==> config.mk <==
export PLATFORM = sky130hd
export DESIGN_NAME = fpec_ctrl
export DESIGN_NICKNAME = d
export VERILOG_FILES = /design/src/core/fpec_pkg.sv /design/src/core/fpec_ctrl.sv /design/src/core/fpec_prot.sv /design/src/core/fpec_tick.sv
export VERILOG_INCLUDE_DIRS = /design/src /design/src/core
export SDC_FILE = /design/constraint.sdc
export NUM_CORES = 1
export LEC_CHECK = 0
export BUFFER_PORTS_ARGS = -buffer_cell sky130_fd_sc_hd__buf_2
export CAP_MARGIN = 25
export CORE_ASPECT_RATIO = 2
export CORE_MARGIN = 5
export CORE_UTILIZATION = 33
export CTS_CLUSTER_SIZE = 24
export DETAILED_ROUTE_END_ITERATION = 10
export PLACE_DENSITY = 0.59
export SYNTH_ARGS = -nofsm -noshare
export SYNTH_HDL_FRONTEND = slang
export SYNTH_SLANG_ARGS = --single-unit
export TNS_END_PERCENT = 1
==> constraint.sdc <==
create_clock -name i_ref_clk -period 5.5 [get_ports i_ref_clk]
set_input_delay 1.375 -clock i_ref_clk [delete_from_list [all_inputs] [get_ports i_ref_clk]]
set_output_delay 1.375 -clock i_ref_clk [all_outputs]
set_load 0.005 [all_outputs]
==> src/core/fpec_params.svh <==
`ifndef FPEC_PARAMS_SVH
`define FPEC_PARAMS_SVH

// ----------------------------------------------------------------
// address map
// ----------------------------------------------------------------
`define FPEC_FLASH_BASE   32'h400F_D000
`define FPEC_SYSCTL_BASE  32'h400F_E000
`define FPEC_OFS_TARGET   12'h000
`define FPEC_OFS_WDATA    12'h004
`define FPEC_OFS_CMD      12'h008
`define FPEC_OFS_RAW      12'h00C
`define FPEC_OFS_MASK     12'h010
`define FPEC_OFS_MISC     12'h014
`define FPEC_OFS_RE_PROT  12'h130
`define FPEC_OFS_PE_PROT  12'h134
`define FPEC_OFS_TICK     12'h140

// ----------------------------------------------------------------
// fields and reset values
// ----------------------------------------------------------------
`define FPEC_CMD_KEY      16'hA442
`define FPEC_CMD_WRITE    0
`define FPEC_CMD_ERASE    1
`define FPEC_CMD_FULL_ERASE_BIT   2
`define FPEC_CMD_COMMIT   3
`define FPEC_RAW_ACC      0
`define FPEC_RAW_PROG     1
`define FPEC_PROT_RESET   8'hFF
`define FPEC_TICK_RESET   8'h18

// ----------------------------------------------------------------
// pulse lengths in microsecond ticks
// ----------------------------------------------------------------
`define FPEC_PROG_US      50
`define FPEC_COMMIT_US    50
`define FPEC_ERASE_US     25000
`define FPEC_FULL_ERASE_BIT_US    250000

`endif

==> src/core/fpec_pkg.sv <==
package fpec_pkg;

  typedef enum logic [2:0]
  {
    op_none,
    op_write,
    op_erase,
    op_full_erase_bit,
    op_commit
  } fpec_op_e;

  typedef enum logic
  {
    st_idle,
    st_run
  } fpec_state_e;

  // register port request
  typedef struct packed
  {
    logic        wr;
    logic        rd;
    logic [31:0] addr;
    logic [31:0] wdata;
  } fpec_bus_s;

  // operation presented to the array
  typedef struct packed
  {
    logic        active;
    fpec_op_e    kind;
    logic        commit_pe;
    logic [12:0] offset;
    logic [31:0] data;
  } fpec_nvm_s;

endpackage

==> src/core/fpec_ctrl.sv <==
// Behaviour
// target bit 0 picks commit target: 1 program-enable, 0 read-enable.
// keyed write with commit bit starts a nonvolatile save of selection.
// software programs a word: data, offset, keyed write, poll write bit.
// software erases a page: offset, keyed erase, poll erase bit.
// software mass erases: keyed mass-erase, poll its bit.
// protection bits may only be cleared by writes.
// protection registers reload from nonvolatile storage after reset.
// eight per-block enable bits, reset to ones, upper bits read zero.
// protection changes affect access checks at once, before commit.
// tick reload field is MHz minus one, divider for microsecond tick.
// software reloads the tick field when the clock changes.
// offset field is bits 12:0; software keeps it aligned.
// data word used for program, ignored for erase.
// valid command starts the cycle at the held offset with held data.
// software sets exactly one operation bit per write.
// commands without key 0xA442 ignored; key reads as zero.
// commit bit reads one until done, up to 50 us; zero writes no-op.
// controller and system-control registers decode at their own bases.
// writing one to masked status clears the bit; reset zero.
// erase bit up to 25 ms, mass erase up to 250 ms, read busy.
// write bit programs the word, reads one until done, up to 50 us.
// protected blocks refuse program, erase and data reads.
// raw status flags program completion and access violations.
// command writes ignored while an operation is busy.
// tick reload register resets to one chosen value.
`timescale 1ns/10ps
`include "fpec_params.svh"

module fpec_ctrl
#(
  parameter int unsigned P_PROG_US   = `FPEC_PROG_US,
  parameter int unsigned P_COMMIT_US = `FPEC_COMMIT_US,
  parameter int unsigned P_ERASE_US  = `FPEC_ERASE_US,
  parameter int unsigned P_FULL_ERASE_BIT_US = `FPEC_FULL_ERASE_BIT_US
)
(
  input  wire logic                i_ref_clk,
  input  wire logic                i_reset_n,
  input  wire fpec_pkg::fpec_bus_s i_bus,
  output logic              [31:0] o_rdata,
  input  wire logic          [7:0] i_nv_re,
  input  wire logic          [7:0] i_nv_pe,
  input  wire logic                i_rd_valid,
  input  wire logic         [13:0] i_rd_addr,
  output logic                     o_rd_blocked,
  output fpec_pkg::fpec_nvm_s      o_nvm,
  output logic                     o_us_tick
);

  // ----------------------------------------------------------------
  // helpers
  // ----------------------------------------------------------------
  function automatic logic [2:0] blk_of(input logic [13:0] a);
    blk_of = a[13:11];
  endfunction

  function automatic logic [17:0] us_len(input fpec_pkg::fpec_op_e k);
    unique case (k)
      fpec_pkg::op_write:  us_len = 18'(P_PROG_US);
      fpec_pkg::op_erase:  us_len = 18'(P_ERASE_US);
      fpec_pkg::op_full_erase_bit: us_len = 18'(P_FULL_ERASE_BIT_US);
      fpec_pkg::op_commit: us_len = 18'(P_COMMIT_US);
      default:             us_len = 18'h00001;
    endcase
  endfunction

  // ----------------------------------------------------------------
  // state
  // ----------------------------------------------------------------
  fpec_pkg::fpec_state_e state;
  fpec_pkg::fpec_op_e    op;
  logic           [12:0] target;
  logic           [31:0] wdata;
  logic            [7:0] tick_reload;
  logic            [7:0] irq_mask;
  logic            [1:0] raw;
  logic           [17:0] us_left;
  logic            [7:0] re_prot;
  logic            [7:0] pe_prot;

  // ----------------------------------------------------------------
  // address decode
  // ----------------------------------------------------------------
  wire        in_flash  = i_bus.addr[31:12] == 20'(`FPEC_FLASH_BASE >> 12);
  wire        in_sysctl = i_bus.addr[31:12] == 20'(`FPEC_SYSCTL_BASE >> 12);
  wire [11:0] ofs       = i_bus.addr[11:0];
  // two bases
  wire hit_target = in_flash  && ofs == `FPEC_OFS_TARGET;
  wire hit_wdata  = in_flash  && ofs == `FPEC_OFS_WDATA;
  wire hit_cmd    = in_flash  && ofs == `FPEC_OFS_CMD;
  wire hit_raw    = in_flash  && ofs == `FPEC_OFS_RAW;
  wire hit_mask   = in_flash  && ofs == `FPEC_OFS_MASK;
  wire hit_misc   = in_flash  && ofs == `FPEC_OFS_MISC;
  wire hit_re     = in_sysctl && ofs == `FPEC_OFS_RE_PROT;
  wire hit_pe     = in_sysctl && ofs == `FPEC_OFS_PE_PROT;
  wire hit_tick   = in_sysctl && ofs == `FPEC_OFS_TICK;

  // ----------------------------------------------------------------
  // command decode
  // ----------------------------------------------------------------
  wire busy      = state == fpec_pkg::st_run;
  wire cmd_wr    = i_bus.wr && hit_cmd;
  // key check
  wire key_ok    = i_bus.wdata[31:16] == `FPEC_CMD_KEY;
  // busy blocks new commands
  wire cmd_take  = cmd_wr && key_ok && !busy;
  wire [3:0] cbit = i_bus.wdata[3:0];

  // lowest set bit wins when several are written
  fpec_pkg::fpec_op_e req_op;
  assign req_op =
    cbit[`FPEC_CMD_WRITE]  ? fpec_pkg::op_write  :
    cbit[`FPEC_CMD_ERASE]  ? fpec_pkg::op_erase  :
    cbit[`FPEC_CMD_FULL_ERASE_BIT] ? fpec_pkg::op_full_erase_bit :
    cbit[`FPEC_CMD_COMMIT] ? fpec_pkg::op_commit :
                             fpec_pkg::op_none;

  // checks use live protection values
  // refuse program or erase on protected block
  wire tgt_pe_ok = pe_prot[blk_of({1'b0, target})];
  wire pe_denied =
    ((req_op == fpec_pkg::op_write || req_op == fpec_pkg::op_erase)
      && !tgt_pe_ok) ||
    (req_op == fpec_pkg::op_full_erase_bit && pe_prot != 8'hFF);
  wire start     = cmd_take && req_op != fpec_pkg::op_none && !pe_denied;
  wire cmd_viol  = cmd_take && req_op != fpec_pkg::op_none && pe_denied;

  // data reads of read-protected blocks
  assign o_rd_blocked = i_rd_valid && !re_prot[blk_of(i_rd_addr)];
  wire run_done  = busy && o_us_tick && us_left == 18'h00001;

  // ----------------------------------------------------------------
  // protection registers and tick divider
  // ----------------------------------------------------------------
  fpec_prot u_prot
  (
    .i_ref_clk (i_ref_clk),
    .i_reset_n (i_reset_n),
    .i_nv_re   (i_nv_re),
    .i_nv_pe   (i_nv_pe),
    .i_wr_re   (i_bus.wr && hit_re),
    .i_wr_pe   (i_bus.wr && hit_pe),
    .i_wdata   (i_bus.wdata[7:0]),
    .o_re      (re_prot),
    .o_pe      (pe_prot)
  );

  // tick reload drives the divider
  fpec_tick u_tick
  (
    .i_ref_clk (i_ref_clk),
    .i_reset_n (i_reset_n),
    .i_run     (busy),
    .i_reload  (tick_reload),
    .o_tick    (o_us_tick)
  );

  // ----------------------------------------------------------------
  // software registers
  // ----------------------------------------------------------------
  // tick reload reset value
  always_ff @(posedge i_ref_clk or negedge i_reset_n)
  begin
    if (!i_reset_n)
    begin
      target      <= 13'h0000;
      wdata       <= 32'h0000_0000;
      tick_reload <= `FPEC_TICK_RESET;
      irq_mask    <= 8'h00;
    end
    else if (i_bus.wr)
    begin
      // offset field 12:0
      if (hit_target)
        target <= i_bus.wdata[12:0];
      if (hit_wdata)
        wdata <= i_bus.wdata;
      if (hit_tick)
        tick_reload <= i_bus.wdata[7:0];
      if (hit_mask)
        irq_mask <= {6'h00, i_bus.wdata[1:0]};
    end
  end

  // ----------------------------------------------------------------
  // raw status, set wins over clear
  // ----------------------------------------------------------------
  wire       prog_set = run_done && op != fpec_pkg::op_commit;
  wire       acc_set  = cmd_viol || o_rd_blocked;
  // write one to clear
  wire [1:0] raw_clr  = (i_bus.wr && hit_misc) ? i_bus.wdata[1:0] : 2'b00;
  wire [1:0] raw_set;
  // completion and violation flags
  assign raw_set[`FPEC_RAW_PROG] = prog_set;
  assign raw_set[`FPEC_RAW_ACC]  = acc_set;
  wire [1:0] next_raw = (raw & ~raw_clr) | raw_set;

  always_ff @(posedge i_ref_clk or negedge i_reset_n)
  begin
    if (!i_reset_n)
      raw <= 2'b00;
    else
      raw <= next_raw;
  end

  // ----------------------------------------------------------------
  // sequencer
  // ----------------------------------------------------------------
  always_ff @(posedge i_ref_clk or negedge i_reset_n)
  begin
    if (!i_reset_n)
    begin
      state   <= fpec_pkg::st_idle;
      op      <= fpec_pkg::op_none;
      us_left <= 18'h00000;
    end
    else
    begin
      unique case (state)
        fpec_pkg::st_idle:
          // start at held offset
          if (start)
          begin
            state   <= fpec_pkg::st_run;
            op      <= req_op;
            us_left <= us_len(req_op);
          end
        fpec_pkg::st_run:
          // pulse lasts its tick count
          if (run_done)
          begin
            state <= fpec_pkg::st_idle;
            op    <= fpec_pkg::op_none;
          end
          else if (o_us_tick)
            us_left <= us_left - 18'h00001;
      endcase
    end
  end

  // ----------------------------------------------------------------
  // array request
  // ----------------------------------------------------------------
  always_ff @(posedge i_ref_clk or negedge i_reset_n)
  begin
    if (!i_reset_n)
      o_nvm <= '0;
    else if (start)
    begin
      o_nvm.active <= 1'b1;
      o_nvm.kind   <= req_op;
      // commit target select
      o_nvm.commit_pe <= target[0];
      o_nvm.offset    <= target;
      // commit carries selected value
      // data only for program
      unique case (req_op)
        fpec_pkg::op_write:
          o_nvm.data <= wdata;
        fpec_pkg::op_commit:
          o_nvm.data <= {24'h000000, target[0] ? pe_prot : re_prot};
        default:
          o_nvm.data <= 32'h0000_0000;
      endcase
    end
    else if (run_done)
      o_nvm <= '0;
  end

  // ----------------------------------------------------------------
  // read path
  // ----------------------------------------------------------------
  // key reads as zero
  // busy bits read back
  // write bit reads one until done
  wire [31:0] cmd_rd = {28'h0000000,
                        op == fpec_pkg::op_commit,
                        op == fpec_pkg::op_full_erase_bit,
                        op == fpec_pkg::op_erase,
                        op == fpec_pkg::op_write};
  // upper protection bits read zero
  wire [31:0] rd_mux =
    hit_target ? {19'h00000, target}        :
    hit_wdata  ? wdata                      :
    hit_cmd    ? cmd_rd                     :
    hit_raw    ? {30'h00000000, raw}        :
    hit_mask   ? {24'h000000, irq_mask}     :
    hit_misc   ? {30'h00000000, raw & irq_mask[1:0]} :
    hit_re     ? {24'h000000, re_prot}      :
    hit_pe     ? {24'h000000, pe_prot}      :
    hit_tick   ? {24'h000000, tick_reload}  :
                 32'h0000_0000;

  always_ff @(posedge i_ref_clk or negedge i_reset_n)
  begin
    if (!i_reset_n)
      o_rdata <= 32'h0000_0000;
    else if (i_bus.rd)
      o_rdata <= rd_mux;
    else
      o_rdata <= 32'h0000_0000;
  end
endmodule

==> src/core/fpec_prot.sv <==
`timescale 1ns/10ps
`include "fpec_params.svh"

// ----------------------------------------------------------------
// block protection registers, clear-only, reloaded after reset
// ----------------------------------------------------------------
module fpec_prot
(
  input  wire logic       i_ref_clk,
  input  wire logic       i_reset_n,
  input  wire logic [7:0] i_nv_re,
  input  wire logic [7:0] i_nv_pe,
  input  wire logic       i_wr_re,
  input  wire logic       i_wr_pe,
  input  wire logic [7:0] i_wdata,
  output logic      [7:0] o_re,
  output logic      [7:0] o_pe
);

  logic loaded;

  always_ff @(posedge i_ref_clk or negedge i_reset_n)
  begin
    if (!i_reset_n)
      loaded <= 1'b0;
    else
      loaded <= 1'b1;
  end

  // reload committed values
  // writes only clear bits
  always_ff @(posedge i_ref_clk or negedge i_reset_n)
  begin
    if (!i_reset_n)
    begin
      o_re <= `FPEC_PROT_RESET;
      o_pe <= `FPEC_PROT_RESET;
    end
    else if (!loaded)
    begin
      o_re <= i_nv_re;
      o_pe <= i_nv_pe;
    end
    else
    begin
      if (i_wr_re)
        o_re <= o_re & i_wdata;
      if (i_wr_pe)
        o_pe <= o_pe & i_wdata;
    end
  end
endmodule

==> src/core/fpec_tick.sv <==
`timescale 1ns/10ps

// ----------------------------------------------------------------
// microsecond tick divider
// ----------------------------------------------------------------
module fpec_tick
(
  input  wire logic       i_ref_clk,
  input  wire logic       i_reset_n,
  input  wire logic       i_run,
  input  wire logic [7:0] i_reload,
  output logic            o_tick
);

  logic [7:0] count;

  assign o_tick = i_run && (count == 8'h00);

  // restart the divider whenever idle so each pulse starts clean
  always_ff @(posedge i_ref_clk or negedge i_reset_n)
  begin
    if (!i_reset_n)
      count <= 8'h00;
    else if (!i_run || count == 8'h00)
      count <= i_reload;
    else
      count <= count - 8'h01;
  end

endmodule

==> out/qor.csv <==
metric,value,unit
status,completed,
post-CTS sizing,0,
Fillers,2640,
clk slew on worst S/H paths,60,ps
core footprint,0.02607,mm2
startpoint types,input port,
Vias,6997,
vias in the first global route,7118,
CP Capture Type,output port,
Post-synth EDFFs,0,
period utilization,0.7413,
Syn Nets,936,
vias per cell,5.191,
Worst Path Arrival,2700,ps
Max Fclk,245.3,MHz
post-synthesis cell area,0.008652,mm2
pwr dens,276.6,mW/mm2
Pleak,5.143,nW
first-pass GRT wire length,40.35,mm
Skew-Pair Late Insertion Delay,440,ps
drt wl/cell,18.76,um
RSZ-0062 raised after global routing,false,
synthesis-stage register bit count,185,
initial DRC count,435,
pin count of the biggest net entering global routing,101,
Post-CTS Hold Fix Bufs,0,
die width,124.5,um
DP Worst Slack,1109,ps
Max Slew Vio Count,0,
Final Worst Setup Slack,1423,ps
Netlist cell types,71,
Port-buffer cells,171,
worst min-delay path class,reg -> reg,
most frequent cells in the layout,"170 x buf_2, 167 x dfrtp_1, 112 x nand2_1",
worst IR drop on VDD,0.0001769,V
Longest Clk Path Bufs,2,
Root Buffer,clkbuf_16,
initial antenna violation count,0,
Synth-to-Final Area Change,20.80,%
die height,239.0,um
"Seq/Total Area, Yosys",0.5377,
Post-CTS Setup Inserts,0,
share of cells above drive strength 1,0.3068,
Async SR Flop Fraction,1.000,
final WL,25.28,mm
Detail Route Antenna Nets,0,
Relative slew margins,0.3778,
clock sink count,185,
Slew @ Worst Pin,930.0,ps
"commonest non-fill, non-tap cell in the layout",buf_2,
I/O pin count,183,
dpl hpwl,18.49,mm
Main synth FF type,dfrtp_1,
Setup Crit Path Kind,in -> out,
Initial Util,0.3319,
full die area,0.02975,mm2
Num CTS Buffers,17,
DR DRC count,0,
final clock skew,11.68,ps
"Req. time, crit path",4120,ps
DR pass1 iterations,7,
"Remaining Overflow, GRT",0,
cell taking the most area after synthesis,dfrtp_1,
CTS tree,done,
ANT cells,0,
Ys Warns,0,
Syn Area/Cell,10.39,um2
Nets,1094,
CP Max Fanout,2,
min cycle time layout,4077,ps
Final Setup Violations,0,
max_cap viols,0,
post-synth top area share,0.4830,
"top cells by area, synth","dfrtp_1 48%, mux2_2 7.2%, dfstp_2 5.5%",
# rows,84,
TNS Setup,0,ps
Fin. Hold Viols,0,
routability congestion estimate,0.8909,
Post-Synthesis Cells,833,
Total Routing Usage GR,0.1726,
H-tree depth,4,
## worst paths after layout
check / slack (ps) / endpoint / from / depth (start not counted)
max in group asynchronous: 3680 / u_prot.o_re[2] / i_reset_n / 3
max: 1420 / o_rd_blocked / i_rd_addr[11] / 5
max reg2reg: 2300 / o_nvm[5] / busy / 6
min in group asynchronous: 960 / wdata[21] / i_reset_n / 2
min: 470 / o_nvm[25] / o_nvm[25] / 2
min reg2reg: 470 / o_nvm[25] / o_nvm[25] / 2
## worst max-delay path, stage by stage
cell and delay [ps]:
buf_2 120, mux4_2 510, mux2i_1 320, and2_1 240
buf_2 130
## power by group
| group | switching, mW | total, mW | internal, mW |
|---|---|---|---|
| Sequential | 0.0551 | 1.46 | 1.41 |
| Combinational | 0.120 | 0.206 | 0.0857 |
| Clock | 0.526 | 1.22 | 0.696 |
## synth_stat cells (all sizes together) (18+ instances only)
master and n:
o211ai 19, dfrtp 167, nand3 29, mux2 55
nor4 20, and3 23, nor2 29, clkbuf 30
nand2 114, o21ai 73, dfstp 18, inv 57
## per-layer routing
layer  wire length [um]  vias to the layer above  share of wire  track usage
li1                   -                     3279              -            -
met1              10810                     3433           0.43       0.2177
met2              12550                      246           0.50       0.2907
met3               1230                       39          0.049      0.03555
met4                694                        0          0.027      0.06718
met5                  0                        -              0            0
## sequential cells by signal, indices dropped and copies added (netlist names), 2 cells and up
name          count
u_prot.o_pe       8
tick_reload       8
o_nvm            49
u_prot.o_re       8
u_tick.count      8
irq_mask          2
raw               2
op                3
o_rdata          32
wdata            32
target           13
us_left          18
## stage by stage
step | cell area, um2 | std cells | utilization | power, mW | hold WS (ps)
2_1_floorplan | 8652 | 833 | - | 1.578 | 457.2
3_3_place_gp | 9841 | 1315 | 0.3775 | 1.681 | 456.5
3_5_place_dp | 9841 | 1315 | 0.3775 | 1.689 | 464.2
4_1_cts | 10420 | 1347 | 0.3999 | 2.922 | 480.3
5_1_grt | 10450 | 1348 | 0.4010 | 3.012 | 504.3
6_report | 10450 | 1348 | 0.4010 | 2.891 | 471.4
## cell families (layout without fill, tap and decap cells)
logic type	after synthesis	count (layout)	synth area share
other	1	1	0.0004334
AO/OA/AOI/OAI	171	171	0.1326
adder cells (fa/ha/maj)	4	4	0.005785
buffers and inverters	99	270	0.04772
XOR/XNOR	11	11	0.01114
multiplexers	66	66	0.08720
AND/OR/NAND/NOR	296	296	0.1774
flip-flops	185	185	0.5377
## final cells by class
cell class	count	area, um2	area share
inverters	57	214.0	0.02047
clock inverters	10	118.9	0.01137
repair buffers	181	969.7	0.09278
flip-flops and latches	185	4652	0.4451
multi-input cells	549	3602	0.3447
clock buffers	22	464.2	0.04442
well taps	344	430.4	0.04118
Note: power is estimated with default switching activity, not from simulation.
